File: src/logic/psd_consts.svh
// constants for the paged register decoder: addresses, pages, reset values
`ifndef PSD_CONSTS_SVH
`define PSD_CONSTS_SVH
// ==========================================================
// address space and page selector
`define PSD_SPACE_LO        8'h80
`define PSD_PAGE_SEL_ADDR   8'ha7
`define PSD_PAGE_SEL_RESET  8'h00
`define PSD_PAGE_0          8'h00
`define PSD_PAGE_F          8'h0f
`define PSD_BIT_LOW_MASK    3'h0
// ==========================================================
// shared addresses that differ per page
`define PSD_ADDR_PWR_ACC    8'hba
`define PSD_ADDR_TRK_LOW    8'hbd
`define PSD_ADDR_P0_DRV     8'ha4
`define PSD_ADDR_CRC_DATA   8'h91
`define PSD_ADDR_CRC_CTRL   8'h92
`define PSD_ADDR_CRC_IN     8'h93
`define PSD_ADDR_CRC_FLIP   8'h95
`define PSD_ADDR_CRC_AUTO   8'h96
`define PSD_ADDR_CRC_CNT    8'h97
// ==========================================================
// addresses present on every page
`define PSD_ADDR_ACC        8'he0
`define PSD_ADDR_B          8'hf0
`define PSD_ADDR_PSW        8'hd0
`define PSD_ADDR_P0         8'h80
`define PSD_ADDR_P1         8'h90
`define PSD_ADDR_P2         8'ha0
`define PSD_ADDR_SP         8'h81
`define PSD_ADDR_DPL        8'h82
`define PSD_ADDR_DPH        8'h83
`define PSD_ADDR_IE         8'ha8
`define PSD_ADDR_CLOCK_SOURCE_SELECT     8'ha9
`define PSD_ADDR_IE_EXT1    8'he6
`define PSD_ADDR_IE_EXT2    8'he7
`endif

File: src/logic/psd_pkg.sv
// types for the paged register decoder
package psd_pkg;
    // ==========================================================
    // which view an access is routed to
    typedef enum logic [2:0] {
        PSD_TGT_NONE   = 3'b001,
        PSD_TGT_PAGED  = 3'b010,
        PSD_TGT_COMMON = 3'b100
    } psd_target_e;

    // one decoded access toward the peripherals
    typedef struct packed {
        logic [7:0] addr;
        logic [7:0] page;
        logic       wr;
        logic       rd;
        logic       bit_ok;
    } psd_access_s;
endpackage

File: src/logic/psd_decoder.sv
// paged decoder for the direct register space 0x80..0xff
`timescale 1ns/100ps
`include "psd_consts.svh"

module psd_decoder (
    input  wire logic             SYS_CLK,
    input  wire logic             RST_N,
    input  wire logic             DIRECT_EN,
    input  wire logic [7:0]       ADDR,
    input  wire logic             WR_EN,
    input  wire logic             RD_EN,
    input  wire logic             BIT_OP,
    input  wire logic [7:0]       WR_DATA,
    input  wire logic [7:0]       PERIPH_RD_DATA,
    output logic [7:0]            RD_DATA,
    output logic [7:0]            REGISTER_PAGE_SELECT,
    output psd_pkg::psd_access_s  PERIPH_ACC,
    output psd_pkg::psd_target_e  TARGET,
    output logic                  BIT_REFUSED
);

    // ==========================================================
    // usage notes for whoever wires this to the core
    // - the selector is not saved on interrupt entry: a handler that runs
    //   while page F is selected sees page F, which is why software keeps
    //   interrupts off around its page F work
    // - only pages zero and F are decoded; any other selector value leaves
    //   every paged address unanswered, while the common registers and the
    //   selector stay reachable, so software can always find its way back
    // - the page tag on the access is all that tells two registers at one
    //   address apart; peripherals that share an address must decode it
    // - DIRECT_EN must stay low for indirect accesses to the upper data
    //   memory, which use the same addresses
    // - read data comes one cycle after the strobe, from a flip-flop
    // - a reserved slot reads zero except on page zero, which passes it on; nothing promises that it stays so
    // - a read and a write of the selector in one cycle return the old page
    // - a refused bit operation is dropped and flagged; the core decides what follows

    // ==========================================================
    // internal signals
    // classification of the current access
    logic       in_space;
    logic       sel_hit;
    logic       common_hit;
    logic       paged_hit;
    logic       routed_hit;
    logic       bit_ok;
    logic       width_ok;
    // page selector state
    logic [7:0] page_reg;
    logic [7:0] page_next;
    // read path
    logic [7:0] rd_source;
    logic [7:0] rd_data_reg;

    // ==========================================================
    // decoding helpers
    // registers that look the same from pages zero and F; the selector is
    // listed too, although sel_hit claims its address before this is asked
    function automatic logic is_common(input logic [7:0] a);
        case (a)
            // core registers
            `PSD_ADDR_ACC:       is_common = 1'b1;
            `PSD_ADDR_B:         is_common = 1'b1;
            `PSD_ADDR_PSW:       is_common = 1'b1;
            `PSD_ADDR_P0:        is_common = 1'b1;
            `PSD_ADDR_P1:        is_common = 1'b1;
            `PSD_ADDR_P2:        is_common = 1'b1;
            `PSD_ADDR_SP:        is_common = 1'b1;
            `PSD_ADDR_DPL:       is_common = 1'b1;
            `PSD_ADDR_DPH:       is_common = 1'b1;
            `PSD_ADDR_CLOCK_SOURCE_SELECT:    is_common = 1'b1;
            `PSD_PAGE_SEL_ADDR:  is_common = 1'b1;
            // interrupt enables
            `PSD_ADDR_IE:        is_common = 1'b1;
            `PSD_ADDR_IE_EXT1:   is_common = 1'b1;
            `PSD_ADDR_IE_EXT2:   is_common = 1'b1;
            default:             is_common = 1'b0;
        endcase
    endfunction

    // addresses that page F populates beyond the common set
    function automatic logic is_page_f_reg(input logic [7:0] a);
        case (a)
            // converter power-up and tracking
            `PSD_ADDR_PWR_ACC:   is_page_f_reg = 1'b1;
            `PSD_ADDR_TRK_LOW:   is_page_f_reg = 1'b1;
            // port drive strength
            `PSD_ADDR_P0_DRV:    is_page_f_reg = 1'b1;
            // checksum unit
            `PSD_ADDR_CRC_DATA:  is_page_f_reg = 1'b1;
            `PSD_ADDR_CRC_CTRL:  is_page_f_reg = 1'b1;
            `PSD_ADDR_CRC_IN:    is_page_f_reg = 1'b1;
            `PSD_ADDR_CRC_FLIP:  is_page_f_reg = 1'b1;
            `PSD_ADDR_CRC_AUTO:  is_page_f_reg = 1'b1;
            `PSD_ADDR_CRC_CNT:   is_page_f_reg = 1'b1;
            default:             is_page_f_reg = 1'b0;
        endcase
    endfunction

    // does the selected page own a register at this paged address;
    // page zero is fully populated here, so its undefined slots pass on and
    // stay the software's business; other pages than zero and F own nothing
    function automatic logic page_owns(input logic [7:0] page, input logic [7:0] a);
        if (page == `PSD_PAGE_0) begin
            page_owns = 1'b1;
        end else if (page == `PSD_PAGE_F) begin
            page_owns = is_page_f_reg(a);
        end else begin
            page_owns = 1'b0;
        end
    endfunction

    // ==========================================================
    // address classification; bit 7 set means direct register space
    assign in_space   = DIRECT_EN && ADDR[7];
    // the selector is caught first, on every page, so no page can hide it
    assign sel_hit    = in_space && (ADDR == `PSD_PAGE_SEL_ADDR);
    // common registers are claimed before the page is looked at, so code in
    // the middle of page F work still reaches its stack and accumulator
    assign common_hit = in_space && !sel_hit && is_common(ADDR);
    // the rest of the space is shared out between pages by the selector
    assign paged_hit  = in_space && !sel_hit && !common_hit && page_owns(page_reg, ADDR);
    // both views reach the peripherals; only the page tag differs
    assign routed_hit = paged_hit || common_hit;
    // only byte-aligned-to-eight addresses accept single-bit operations
    assign bit_ok     = (ADDR[2:0] == `PSD_BIT_LOW_MASK);
    // a bit operation on a byte-only register must not touch any register
    assign width_ok   = !BIT_OP || bit_ok;

    // ==========================================================
    // page selector register
    // a bit operation on the selector is refused like on any other
    // byte-only register, so the page never changes by halves
    always_comb begin
        page_next = page_reg;
        if (sel_hit && WR_EN && width_ok) begin
            page_next = WR_DATA;
        end
    end

    // reset to page zero; a write lands at this edge, so the next access sees it
    // without any wait; all eight bits are kept so software reads back its write
    always_ff @(posedge SYS_CLK or negedge RST_N) begin
        if (!RST_N) begin
            page_reg <= `PSD_PAGE_SEL_RESET;
        end else begin
            page_reg <= page_next;
        end
    end

    // ==========================================================
    // access routed to peripherals, tagged with the current page
    // common registers carry page zero, so a peripheral that decodes the page
    // tag sees them the same whatever the selector holds
    always_comb begin
        PERIPH_ACC.addr   = ADDR;
        PERIPH_ACC.page   = common_hit ? `PSD_PAGE_0 : page_reg;
        PERIPH_ACC.wr     = routed_hit && WR_EN && width_ok;
        PERIPH_ACC.rd     = routed_hit && RD_EN && width_ok;
        PERIPH_ACC.bit_ok = bit_ok;
    end

    // target class of the current access; the selector counts as common
    // because it answers the same way on every page
    always_comb begin
        if (paged_hit) begin
            TARGET = psd_pkg::PSD_TGT_PAGED;
        end else if (common_hit || sel_hit) begin
            TARGET = psd_pkg::PSD_TGT_COMMON;
        end else begin
            TARGET = psd_pkg::PSD_TGT_NONE;
        end
    end

    // bit operation on a byte-only register is dropped, not widened;
    // a bit request with no strobe behind it does not raise the flag
    assign BIT_REFUSED = in_space && BIT_OP && !bit_ok && (RD_EN || WR_EN);

    // ==========================================================
    // read data source; reserved slots off page zero read zero, not the last bus value
    always_comb begin
        rd_source = 8'h00;
        if (sel_hit) begin
            rd_source = page_reg;
        end else if (routed_hit) begin
            rd_source = PERIPH_RD_DATA;
        end
    end

    // registered so a long peripheral read path does not add to the core's
    // own input timing; the value stands until the next read in the space
    always_ff @(posedge SYS_CLK or negedge RST_N) begin
        if (!RST_N) begin
            rd_data_reg <= 8'h00;
        end else if (RD_EN && in_space) begin
            rd_data_reg <= rd_source;
        end
    end

    // ==========================================================
    // outputs straight from flip-flops
    assign RD_DATA              = rd_data_reg;
    assign REGISTER_PAGE_SELECT = page_reg;

endmodule // psd_decoder

File: config.mk
export PLATFORM = sky130hd
export DESIGN_NAME = psd_decoder
export DESIGN_NICKNAME = d
export VERILOG_FILES = /design/src/logic/psd_pkg.sv /design/src/logic/psd_decoder.sv
export VERILOG_INCLUDE_DIRS = /design/src /design/src/logic
export SDC_FILE = /design/constraint.sdc
export NUM_CORES = 1
export LEC_CHECK = 0
export BUFFER_PORTS_ARGS = -buffer_cell sky130_fd_sc_hd__buf_2
export CORE_MARGIN = 3
export CORE_UTILIZATION = 45
export DETAILED_ROUTE_END_ITERATION = 10
export GPL_ROUTABILITY_DRIVEN = 0
export PLACE_DENSITY = 0.94
export REMOVE_ABC_BUFFERS = 1
export SYNTH_ARGS = -nofsm -noshare
export SYNTH_HDL_FRONTEND = slang
export SYNTH_SLANG_ARGS = --single-unit
File: constraint.sdc
create_clock -name SYS_CLK -period 2.77 [get_ports SYS_CLK]
set_clock_uncertainty 0.05 [all_clocks]
set_input_delay 0.554 -clock SYS_CLK [delete_from_list [all_inputs] [get_ports SYS_CLK]]
set_output_delay 0.554 -clock SYS_CLK [all_outputs]
set_load 0.005 [all_outputs]
## Word level (Yosys, flattened, before mapping)

Cells that the tools add are included.

- Flip-flop bits (word level): 16
- Input port bits: 30
- Output and inout bits: 39

- Equal/unequal tests: 24
- Multiplexer cells: 9
- Reduce and logical (&&, ||, !) cells: 28

Operators by type and width:

| cell | number |
|---|---|
| 8-bit == test, second input constant | 23 |
| 8-bit 2-to-1 mux | 3 |
| 1-bit logical AND | 16 |
| 14-bit OR reduction | 1 |
| 9-bit OR reduction | 1 |
| 8-bit by 4-bit == test with 1-bit output, second input constant | 1 |
| 8-bit logical NOT | 1 |
| 3-bit 2-to-1 mux | 2 |
| 1-bit logical NOT | 4 |
| 1-bit logical OR | 4 |
| 1-bit 2-to-1 mux | 4 |
| 3-bit logical NOT | 1 |

## Logic depth before layout (Yosys ltp)

Gate-level depths: netlist of run 1.

- Word-level depth: 11
- Depth in mapped cells: 8
- Mapped depth without buffers: 6

## Worst setup path before layout of run 1

OpenSTA, ideal clock, no wires.

- Path type: input-to-output
- From: input port ADDR[2]
- To: output port PERIPH_ACC[1] in the netlist's numbering
- Arrival time: 1.622 ns
- Data required time: 2.166 ns
- Setup slack: 0.544 ns
- Stages: 6
- Cells stage by stage: nor3b_1 -> a21oi_1 -> o21bai_1 -> a31oi_1 -> o21a_2 -> nor4b_1

RTL lines:

| item | RTL line | RTL |
|---|---|---|
| from (decl) | psd_decoder.sv:9 | `input wire logic [7:0] ADDR,` |
| to (decl) | psd_decoder.sv:17 | `output psd_pkg::psd_access_s PERIPH_ACC,` |

==> tab_implementation.tex, run 1 <==
\begin{tabular}{lr}
\hline
Metric & Value \\
\hline
\multicolumn{2}{l}{\textbf{Detailed routing}} \\
\quad Average detailed-routed wire length per instance & 13.4 microns \\
\quad Count of vias placed by the detailed router & roughly 1100 \\
\quad Remaining antenna violation count & 0 \\
\quad DRT Pass-1 Iters & 4 \\
\quad Drt drc & 0 \\
\quad Post-DR vias/cell & between 5 and 6 \\
\quad 1st-iter DRT viols & 43 \\
\quad Final wirelength & between 2 and 3 mm \\
\multicolumn{2}{l}{\textbf{Die}} \\
\quad Horizontal extent of the die & about 55 microns \\
\quad Floorplan die height & 55.3 microns \\
\quad Core Footprint & approximately 2300 sq um \\
\quad Die outline area & between 3000 and 4000 sq um \\
\quad Initial Util & 48.4\% \\
\quad I/O pin count & between 60 and 70 \\
\quad Std-Cell Rows & 17 \\
\multicolumn{2}{l}{\textbf{STA}} \\
\quad Total Neg Setup Slack & 0 ps \\
\quad Final slew viol count & 0 \\
\quad Final count of hold timing violations & 0 \\
\quad Post-layout minimum cycle time & 2590 ps \\
\quad FMAX & about 390 MHz \\
\quad Ratio of final minimum period to clock period & between 90\% and 100\% \\
\quad Worst-Margin Slew & 416 ps \\
\quad PnR worst setup slack & 177 ps \\
\quad Max-slew headroom at the worst pin & 72.1\% \\
\quad Smallest hold slack & 111 ps \\
\quad Final Setup Violations & 0 \\
\multicolumn{2}{l}{\textbf{Clocking}} \\
\quad Max Buffers Root-to-Sink & 2 \\
\quad Clock latency at the later pin of the worst-skew pair & between 200 and 300 ps \\
\quad Post-CTS Hold Fix Bufs & 0 \\
\quad Clock transition at path regs & 100 ps \\
\quad Clock tree sinks & 16 \\
\quad Number of clock buffers inserted by TritonCTS & 3 \\
\quad CTS HTree Levels & 1 \\
\quad TritonCTS clock tree & built \\
\quad Clock Tree Root & clkbuf\_4 \\
\multicolumn{2}{l}{\textbf{Power}} \\
\quad Flop pwr share & 48.1\% \\
\quad Comb power frac & 24.2\% \\
\quad Share of power burned in the clock network & 27.7\% \\
\quad Pwr per Cell Area & 375 nW/um\^{}2 \\
\quad Power Internal & between 400 and 500 uW \\
\quad Fraction of power spent switching nets & 26.9\% \\
\quad Peak supply drop & 379 uV \\
\quad Leakage & 0.833 nW \\
\quad Switching Power & 148 uW \\
\multicolumn{2}{l}{\textbf{Final layout}} \\
\quad Number of standard cells in the final layout excluding fillers & 215 \\
\quad Final instance area & around 1500 sq um \\
\quad Layout area overhead & 34.4\% \\
\quad Number of filler cells placed in the layout & 213 \\
\quad Register area & 400 sq um \\
\quad Multi-input gate area & 622 sq um \\
\quad Final layout net count & 218 \\
\quad Antenna cells & 0 \\
\quad Fraction of final layout cells with drive strength greater than 1 & around half \\
\multicolumn{2}{l}{\textbf{Worst setup path}} \\
\quad Depth of the most critical reg-to-reg path & 4 \\
\quad Critical path class & in2out \\
\quad Slowest stage cell, crit path & o21a\_2 \\
\quad CP endpoint kind & output port \\
\quad Cell-by-cell trace of the critical path & buf\_2 -> nor2\_1 -> nor3\_1 -> o21bai\_1 -> a31oi\_1 -> o21a\_2 -> nor4b\_2 -> buf\_2 \\
\quad Slowest cell delay on critical path & between 200 and 300 ps \\
\quad Signal arrival time at the worst endpoint & 1990 ps \\
\quad Data required, critical path & approximately 2200 ps \\
\quad CP bufs+invs & 2 \\
\quad Cell family with the largest share of critical-path delay & compound AO/OA/AOI/OAI gates \\
\quad Startpoint kind of the worst setup timing path & primary input \\
\quad Critical Path Stages & 8 \\
\quad Most frequent cell on the critical path & buf\_2 \\
\quad Worst-path maximum fanout & 8 \\
\multicolumn{2}{l}{\textbf{Global routing}} \\
\quad Maximum number of pins on one net before global-route repair & 17 \\
\quad Remaining Overflow, GRT & 0 \\
\quad Global-route wire length before repair & 4.85 mm \\
\quad Initial antenna violation count & 0 \\
\quad Via count of the first global-routing pass & 1086 \\
\quad Combined global-route utilization of all metal layers & 19.4\% \\
\multicolumn{2}{l}{\textbf{Place}} \\
\quad Final HPWL DP & 2.28 mm \\
\quad DP Cell Count & 211 \\
\quad IO Port Bufs & 68 \\
\quad Placed inst area & 1410 sq um \\
\quad Place WS & 77.2 ps \\
\multicolumn{2}{l}{\textbf{Logic synthesis}} \\
\quad Number of standard cells after synthesis & roughly 120 \\
\quad Yosys cell types & 32 \\
\quad Synth Register Bits & 16 \\
\quad Yosys warnings & 0 \\
\quad Sequential share of the synthesized area & 36.7\% \\
\quad Average footprint of a synthesized cell & a little under 9 sq um \\
\quad Post-synthesis instance area & 1090 sq um \\
\multicolumn{2}{l}{\textbf{Flow run}} \\
\quad MaxCap Viol Count & 0 \\
\multicolumn{2}{l}{\textbf{Outcome}} \\
\quad Outcome & finished, final reports clean \\
\multicolumn{2}{l}{\textbf{Min path}} \\
\quad Class of the most critical hold timing path & in2async \\
\hline
\end{tabular}
==> worst paths after layout <==
path,startpoint,end,slack [ps]
max,ADDR[1],PERIPH_ACC[1],180
min,RST_N,RD_DATA[5]$_DFFE_PN0P_,110
max reg2reg,REGISTER_PAGE_SELECT[4]$_DFFE_PN0P_,RD_DATA[4]$_DFFE_PN0P_,840
min reg2reg,RD_DATA[3]$_DFFE_PN0P_,RD_DATA[3]$_DFFE_PN0P_,510
max in group asynchronous,RST_N,REGISTER_PAGE_SELECT[0]$_DFFE_PN0P_,2300
min in group SYS_CLK,PERIPH_RD_DATA[7],RD_DATA[7]$_DFFE_PN0P_,410
==> cells in the mapped netlist <==
cell type / count / area, sq um
nand2_1: 20 / 75.1
dfrtp_1: 16 / 400
buf_4: 10 / 75.1
nor2b_1: 9 / 56.3
o21ai_0: 9 / 45.0
a21o_1: 8 / 60.1
mux2_2: 8 / 90.1
nor2_1: 7 / 26.3
nor3_1: 6 / 30.0
and3_1: 3 / 18.8
a21oi_1: 2 / 10.0
buf_2: 2 / 10.0
nand2b_1: 2 / 12.5
nand3_1: 2 / 10.0
nand4_1: 2 / 12.5
nor4_1: 2 / 12.5
a31o_1: 1 / 8.76
a31oi_1: 1 / 6.26
clkbuf_1: 1 / 3.75
inv_1: 1 / 3.75
nand3_2: 1 / 10.0
nand3b_1: 1 / 7.51
nor3_2: 1 / 10.0
nor3b_1: 1 / 7.51
nor4b_1: 1 / 8.76
o2111ai_1: 1 / 8.76
o21a_2: 1 / 8.76
o21bai_1: 1 / 7.51
o32ai_4: 1 / 27.5
or2_1: 1 / 6.26
or3_4: 1 / 11.3
or4_4: 1 / 11.3
==> metrics by stage <==
step	utilization, %	power [mW]
floorplan	-	0.326
global placement	62.5	0.398
detailed placement	62.5	0.401
CTS	64.1	0.553
global route	65.1	0.587
finish	65.1	0.550
==> power groups by stage <==
| stage | registers [mW] | clock network (mW) | logic [mW] |
|---|---|---|---|
| detailed placement | 0.270 | 0 | 0.132 |
| floorplan | 0.272 | 0 | 0.0542 |
| finish | 0.265 | 0.152 | 0.133 |
| global route | 0.268 | 0.168 | 0.151 |
| CTS | 0.265 | 0.156 | 0.132 |
| global placement | 0.269 | 0 | 0.128 |
==> layout make-up <==
cell class / instances / area share [%]
multi-input cells: 94 / 42.4
flip-flops and latches: 16 / 27.3
clock buffers: 4 / 2.47
repair buffers: 72 / 25.2
inverters: 1 / 0.256
well taps: 28 / 2.39
==> registers in the layout, summed over array words and instances (netlist names) <==
signal,count
RD_DATA,8
REGISTER_PAGE_SELECT,8
==> cell families after synthesis <==
logic type      share of synthesized area [%]
buf+inv                                  8.48
mux                                      8.25
flops                                    36.7
compound gates                           16.7
simple gates                             29.9
==> placed cells by master, fill, tap and decap left out, types with 2 or more instances in the layout <==
cell type	netlist	layout
clkbuf_4	0	3
dfrtp_1	16	16
buf_2	2	68
nor2_1	7	7
a21o_1	8	8
nand4_1	2	2
nor3_1	6	4
nand3_1	2	2
nor2b_1	9	9
nor3_2	1	2
and3_1	3	3
buf_4	10	4
nand2_1	20	20
o21ai_0	9	9
nand2b_1	2	2
mux2_2	8	8
nor4_1	2	2
a21oi_1	2	2
==> worst reg2reg max path, delay by kind of cell, from the launching register on <==
kind	cells	cell delay [ps]
and+or+nand+nor	2	980
DFF	1	430
AOI/OAI and AO/OA	2	420
==> per-layer routing <==
layer	share of wire, %	global-route usage (%)	wire (microns)
met1	41	24.1	1170
met2	48	32.3	1370
met3	11	4.67	318
met4	0.80	7.29	23
met5	0	0	0
==> repair_timing <==
action | CTS | global route
buffers inserted | 0 | 0
resized for setup | 0 | 4
endpoints found under the setup margin | 0 | 6
(Power assumes the default switching activity.)
==> inputs of run 2 (changes only) <==
--- a/config.mk
+++ b/config.mk
@@ -11,7 +11,7 @@
 export CORE_UTILIZATION = 45
 export DETAILED_ROUTE_END_ITERATION = 10
 export GPL_ROUTABILITY_DRIVEN = 0
-export PLACE_DENSITY = 0.94
+export PLACE_DENSITY = 0.84
 export REMOVE_ABC_BUFFERS = 1
 export SYNTH_ARGS = -nofsm -noshare
 export SYNTH_HDL_FRONTEND = slang
==> tab_implementation.tex, run 2 (synthesized netlist as in run 1, its figures left out) <==
\begin{tabular}{lr}
\hline
Metric & Value \\
\hline
\multicolumn{2}{l}{\textbf{Outcome}} \\
\quad Outcome & finished, final reports clean \\
\multicolumn{2}{l}{\textbf{Worst setup path}} \\
\quad Signal arrival time at the worst endpoint & 2080 ps (+90 ps) \\
\quad Data required, critical path & 2170 ps (about the same) \\
\quad Worst-path maximum fanout & 6 (-2) \\
\quad Source of the worst register-to-register timing path & REGISTER\_PAGE\_SELECT[4]\$\_DFFE\_PN0P\_ \\
\quad Worst setup endpoint & PERIPH\_ACC[1] \\
\quad FF-to-FF End & RD\_DATA[2]\$\_DFFE\_PN0P\_ \\
\quad CP endpoint kind & output port \\
\quad Depth of the most critical reg-to-reg path & 4 (unchanged) \\
\quad Setup slack of the worst register-to-register path & 800 ps (-40 ps) \\
\quad Critical path origin & ADDR[2] \\
\quad Critical path class & in2out \\
\quad Startpoint kind of the worst setup timing path & primary input \\
\multicolumn{2}{l}{\textbf{Clocking}} \\
\quad TritonCTS clock tree & built \\
\quad Clock Tree Root & clkbuf\_4 \\
\quad Post-CTS Hold Fix Bufs & 0 (unchanged) \\
\quad Clock transition at path regs & 90 ps (about the same) \\
\quad Clock tree sinks & 16 (unchanged) \\
\quad Number of clock buffers inserted by TritonCTS & 3 (unchanged) \\
\quad CTS HTree Levels & 1 (unchanged) \\
\quad Clock latency at the later pin of the worst-skew pair & 280 ps (about the same) \\
\quad Max Buffers Root-to-Sink & 2 (unchanged) \\
\multicolumn{2}{l}{\textbf{Final layout}} \\
\quad Leading cell types in the layout, fill and taps excluded & 68 x buf\_2, 20 x nand2\_1, 16 x dfrtp\_1 \\
\quad Commonest non-fill, non-tap cell in the layout & buf\_2 \\
\quad Fraction of final layout cells with drive strength greater than 1 & 48.7\% (-1.1 points) \\
\quad Layout Utilization & 64.3\% (-0.78 points) \\
\quad Final layout net count & 218 (unchanged) \\
\quad Layout area overhead & 32.8\% \\
\quad Antenna cells & 0 (unchanged) \\
\quad Number of filler cells placed in the layout & 216 (+1.4\%) \\
\multicolumn{2}{l}{\textbf{STA}} \\
\quad Ratio of final minimum period to clock period & 96.7\% (+3.1 points) \\
\quad Worst-Margin Slew & 410 ps (-5.98 ps) \\
\quad Post-layout minimum cycle time & 2680 ps (+86.5 ps) \\
\quad Final slew viol count & 0 (unchanged) \\
\quad Smallest hold slack & 116 ps (+5.62 ps) \\
\quad Total Neg Setup Slack & 0 ps (unchanged) \\
\quad Unrepaired setup endpoints after global routing & no \\
\quad Final count of hold timing violations & 0 (unchanged) \\
\quad Max-slew headroom at the worst pin & 72.7\% (+0.53 points) \\
\quad FMAX & 373 MHz (-3.2\%) \\
\quad PnR worst setup slack & 90.4 ps (-86.5 ps) \\
\quad Final Setup Violations & 0 (unchanged) \\
\multicolumn{2}{l}{\textbf{Die}} \\
\quad I/O pin count & 69 (unchanged) \\
\quad Core Footprint & 2250 sq um (unchanged) \\
\quad Initial Util & 48.4\% (unchanged) \\
\quad Floorplan die height & 55.3 microns (unchanged) \\
\quad Die outline area & 3050 sq um (unchanged) \\
\quad Horizontal extent of the die & 55.3 microns (unchanged) \\
\quad Std-Cell Rows & 17 (unchanged) \\
\multicolumn{2}{l}{\textbf{Detailed routing}} \\
\quad Final wirelength & 3.11 mm (+7.9\%) \\
\quad 1st-iter DRT viols & 35 (-19\%) \\
\quad Drt drc & 0 (unchanged) \\
\quad Count of vias placed by the detailed router & 1149 (+1.8\%) \\
\quad Post-DR vias/cell & 5.34 (+1.8\%) \\
\quad Remaining antenna violation count & 0 (unchanged) \\
\quad Average detailed-routed wire length per instance & 14.5 microns (+7.9\%) \\
\quad DRT Pass-1 Iters & 4 (unchanged) \\
\multicolumn{2}{l}{\textbf{Power}} \\
\quad Pwr per Cell Area & 380 nW/um\^{}2 (+1.4\%) \\
\quad Total power & 551 uW (+0.18\%) \\
\quad Peak supply drop & 241 uV (-36\%) \\
\quad Leakage & 0.831 nW (-0.27\%) \\
\multicolumn{2}{l}{\textbf{Global routing}} \\
\quad Maximum number of pins on one net before global-route repair & 20 (+3) \\
\quad Remaining Overflow, GRT & 0 (unchanged) \\
\quad Combined global-route utilization of all metal layers & 19.6\% (+0.27 points) \\
\quad Global-route wire length before repair & 4.95 mm (+2.0\%) \\
\quad Initial antenna violation count & 0 (unchanged) \\
\quad Via count of the first global-routing pass & 1107 (+1.9\%) \\
\multicolumn{2}{l}{\textbf{Place}} \\
\quad Final HPWL DP & 2.47 mm (+8.2\%) \\
\quad Place WS & 103 ps (+25.4 ps) \\
\quad IO Port Bufs & 68 (unchanged) \\
\multicolumn{2}{l}{\textbf{Min path}} \\
\quad Class of the most critical hold timing path & in2async \\
\multicolumn{2}{l}{\textbf{Flow run}} \\
\quad MaxCap Viol Count & 0 (unchanged) \\
\hline
\end{tabular}
run 2: cell types whose count changed in the layout (fill, tap and decap cells not counted):
cell     delta
nor4b_2     -1
nor3_4      -1
nor3_1      +1
nor4b_1     +1
run 2: how the worst min path moves through the flow:
| stage | start | slack, ps | to | depth (start not counted) |
|---|---|---|---|---|
| 2_1_floorplan | RST_N | 210 | RD_DATA[0]$_DFFE_PN0P_ | 0 |
| 3_3_place_gp | RST_N | 430 | RD_DATA[6]$_DFFE_PN0P_ | 1 |
| 3_5_place_dp | RST_N | 430 | RD_DATA[7]$_DFFE_PN0P_ | 1 |
| 4_1_cts | RST_N | 120 | RD_DATA[1]$_DFFE_PN0P_ | 1 |
| 5_1_grt | RST_N | 120 | RD_DATA[4]$_DFFE_PN0P_ | 1 |
| 6_report | RST_N | 120 | RD_DATA[4]$_DFFE_PN0P_ | 1 |
run 2: through the flow:
stage                     instances  instance area, sq um
after global placement          211                  1410
after floorplan                 111                  1000
after detailed placement        211                  1410
final                           215                  1450
after CTS                       215                  1450
after global routing            215                  1450
run 2: where the power goes:
part           total [mW]  leakage, nW  internal [mW]  switching (mW)
Clock               0.152       0.0210         0.0799          0.0720
Sequential          0.265        0.211          0.254          0.0110
Combinational       0.134        0.599         0.0671          0.0670
Total               0.551        0.831          0.401           0.150
run 2: routing by layer:
metal  wire, microns  GRT usage, %
met5               0             0
met4              87          9.03
met3             193          2.80
met2            1680          35.6
met1            1150          22.4
run 2: area by class of cell:
cell class                 count  area, sq um  share of cell area, %
clock buffer                   4         36.3                   2.50
inverter                       1         3.75                  0.259
multi-input combinational     94          604                   41.7
sequential                    16          400                   27.6
tap                           28         35.0                   2.42
timing repair buffer          72          370                   25.5
run 2: what timing repair did:
action	in CTS	in global routing
setup endpoints to repair	0	1
buffers inserted	0	0
gates resized for setup	0	1
hold endpoints to repair	0	0
run 2: critical path: stages:
cell and delay (ps):
buf_2 130, nor3_1 330, nand4_1 130, and3_1 260, o21a_2 170, nor4b_1 320, buf_2 190
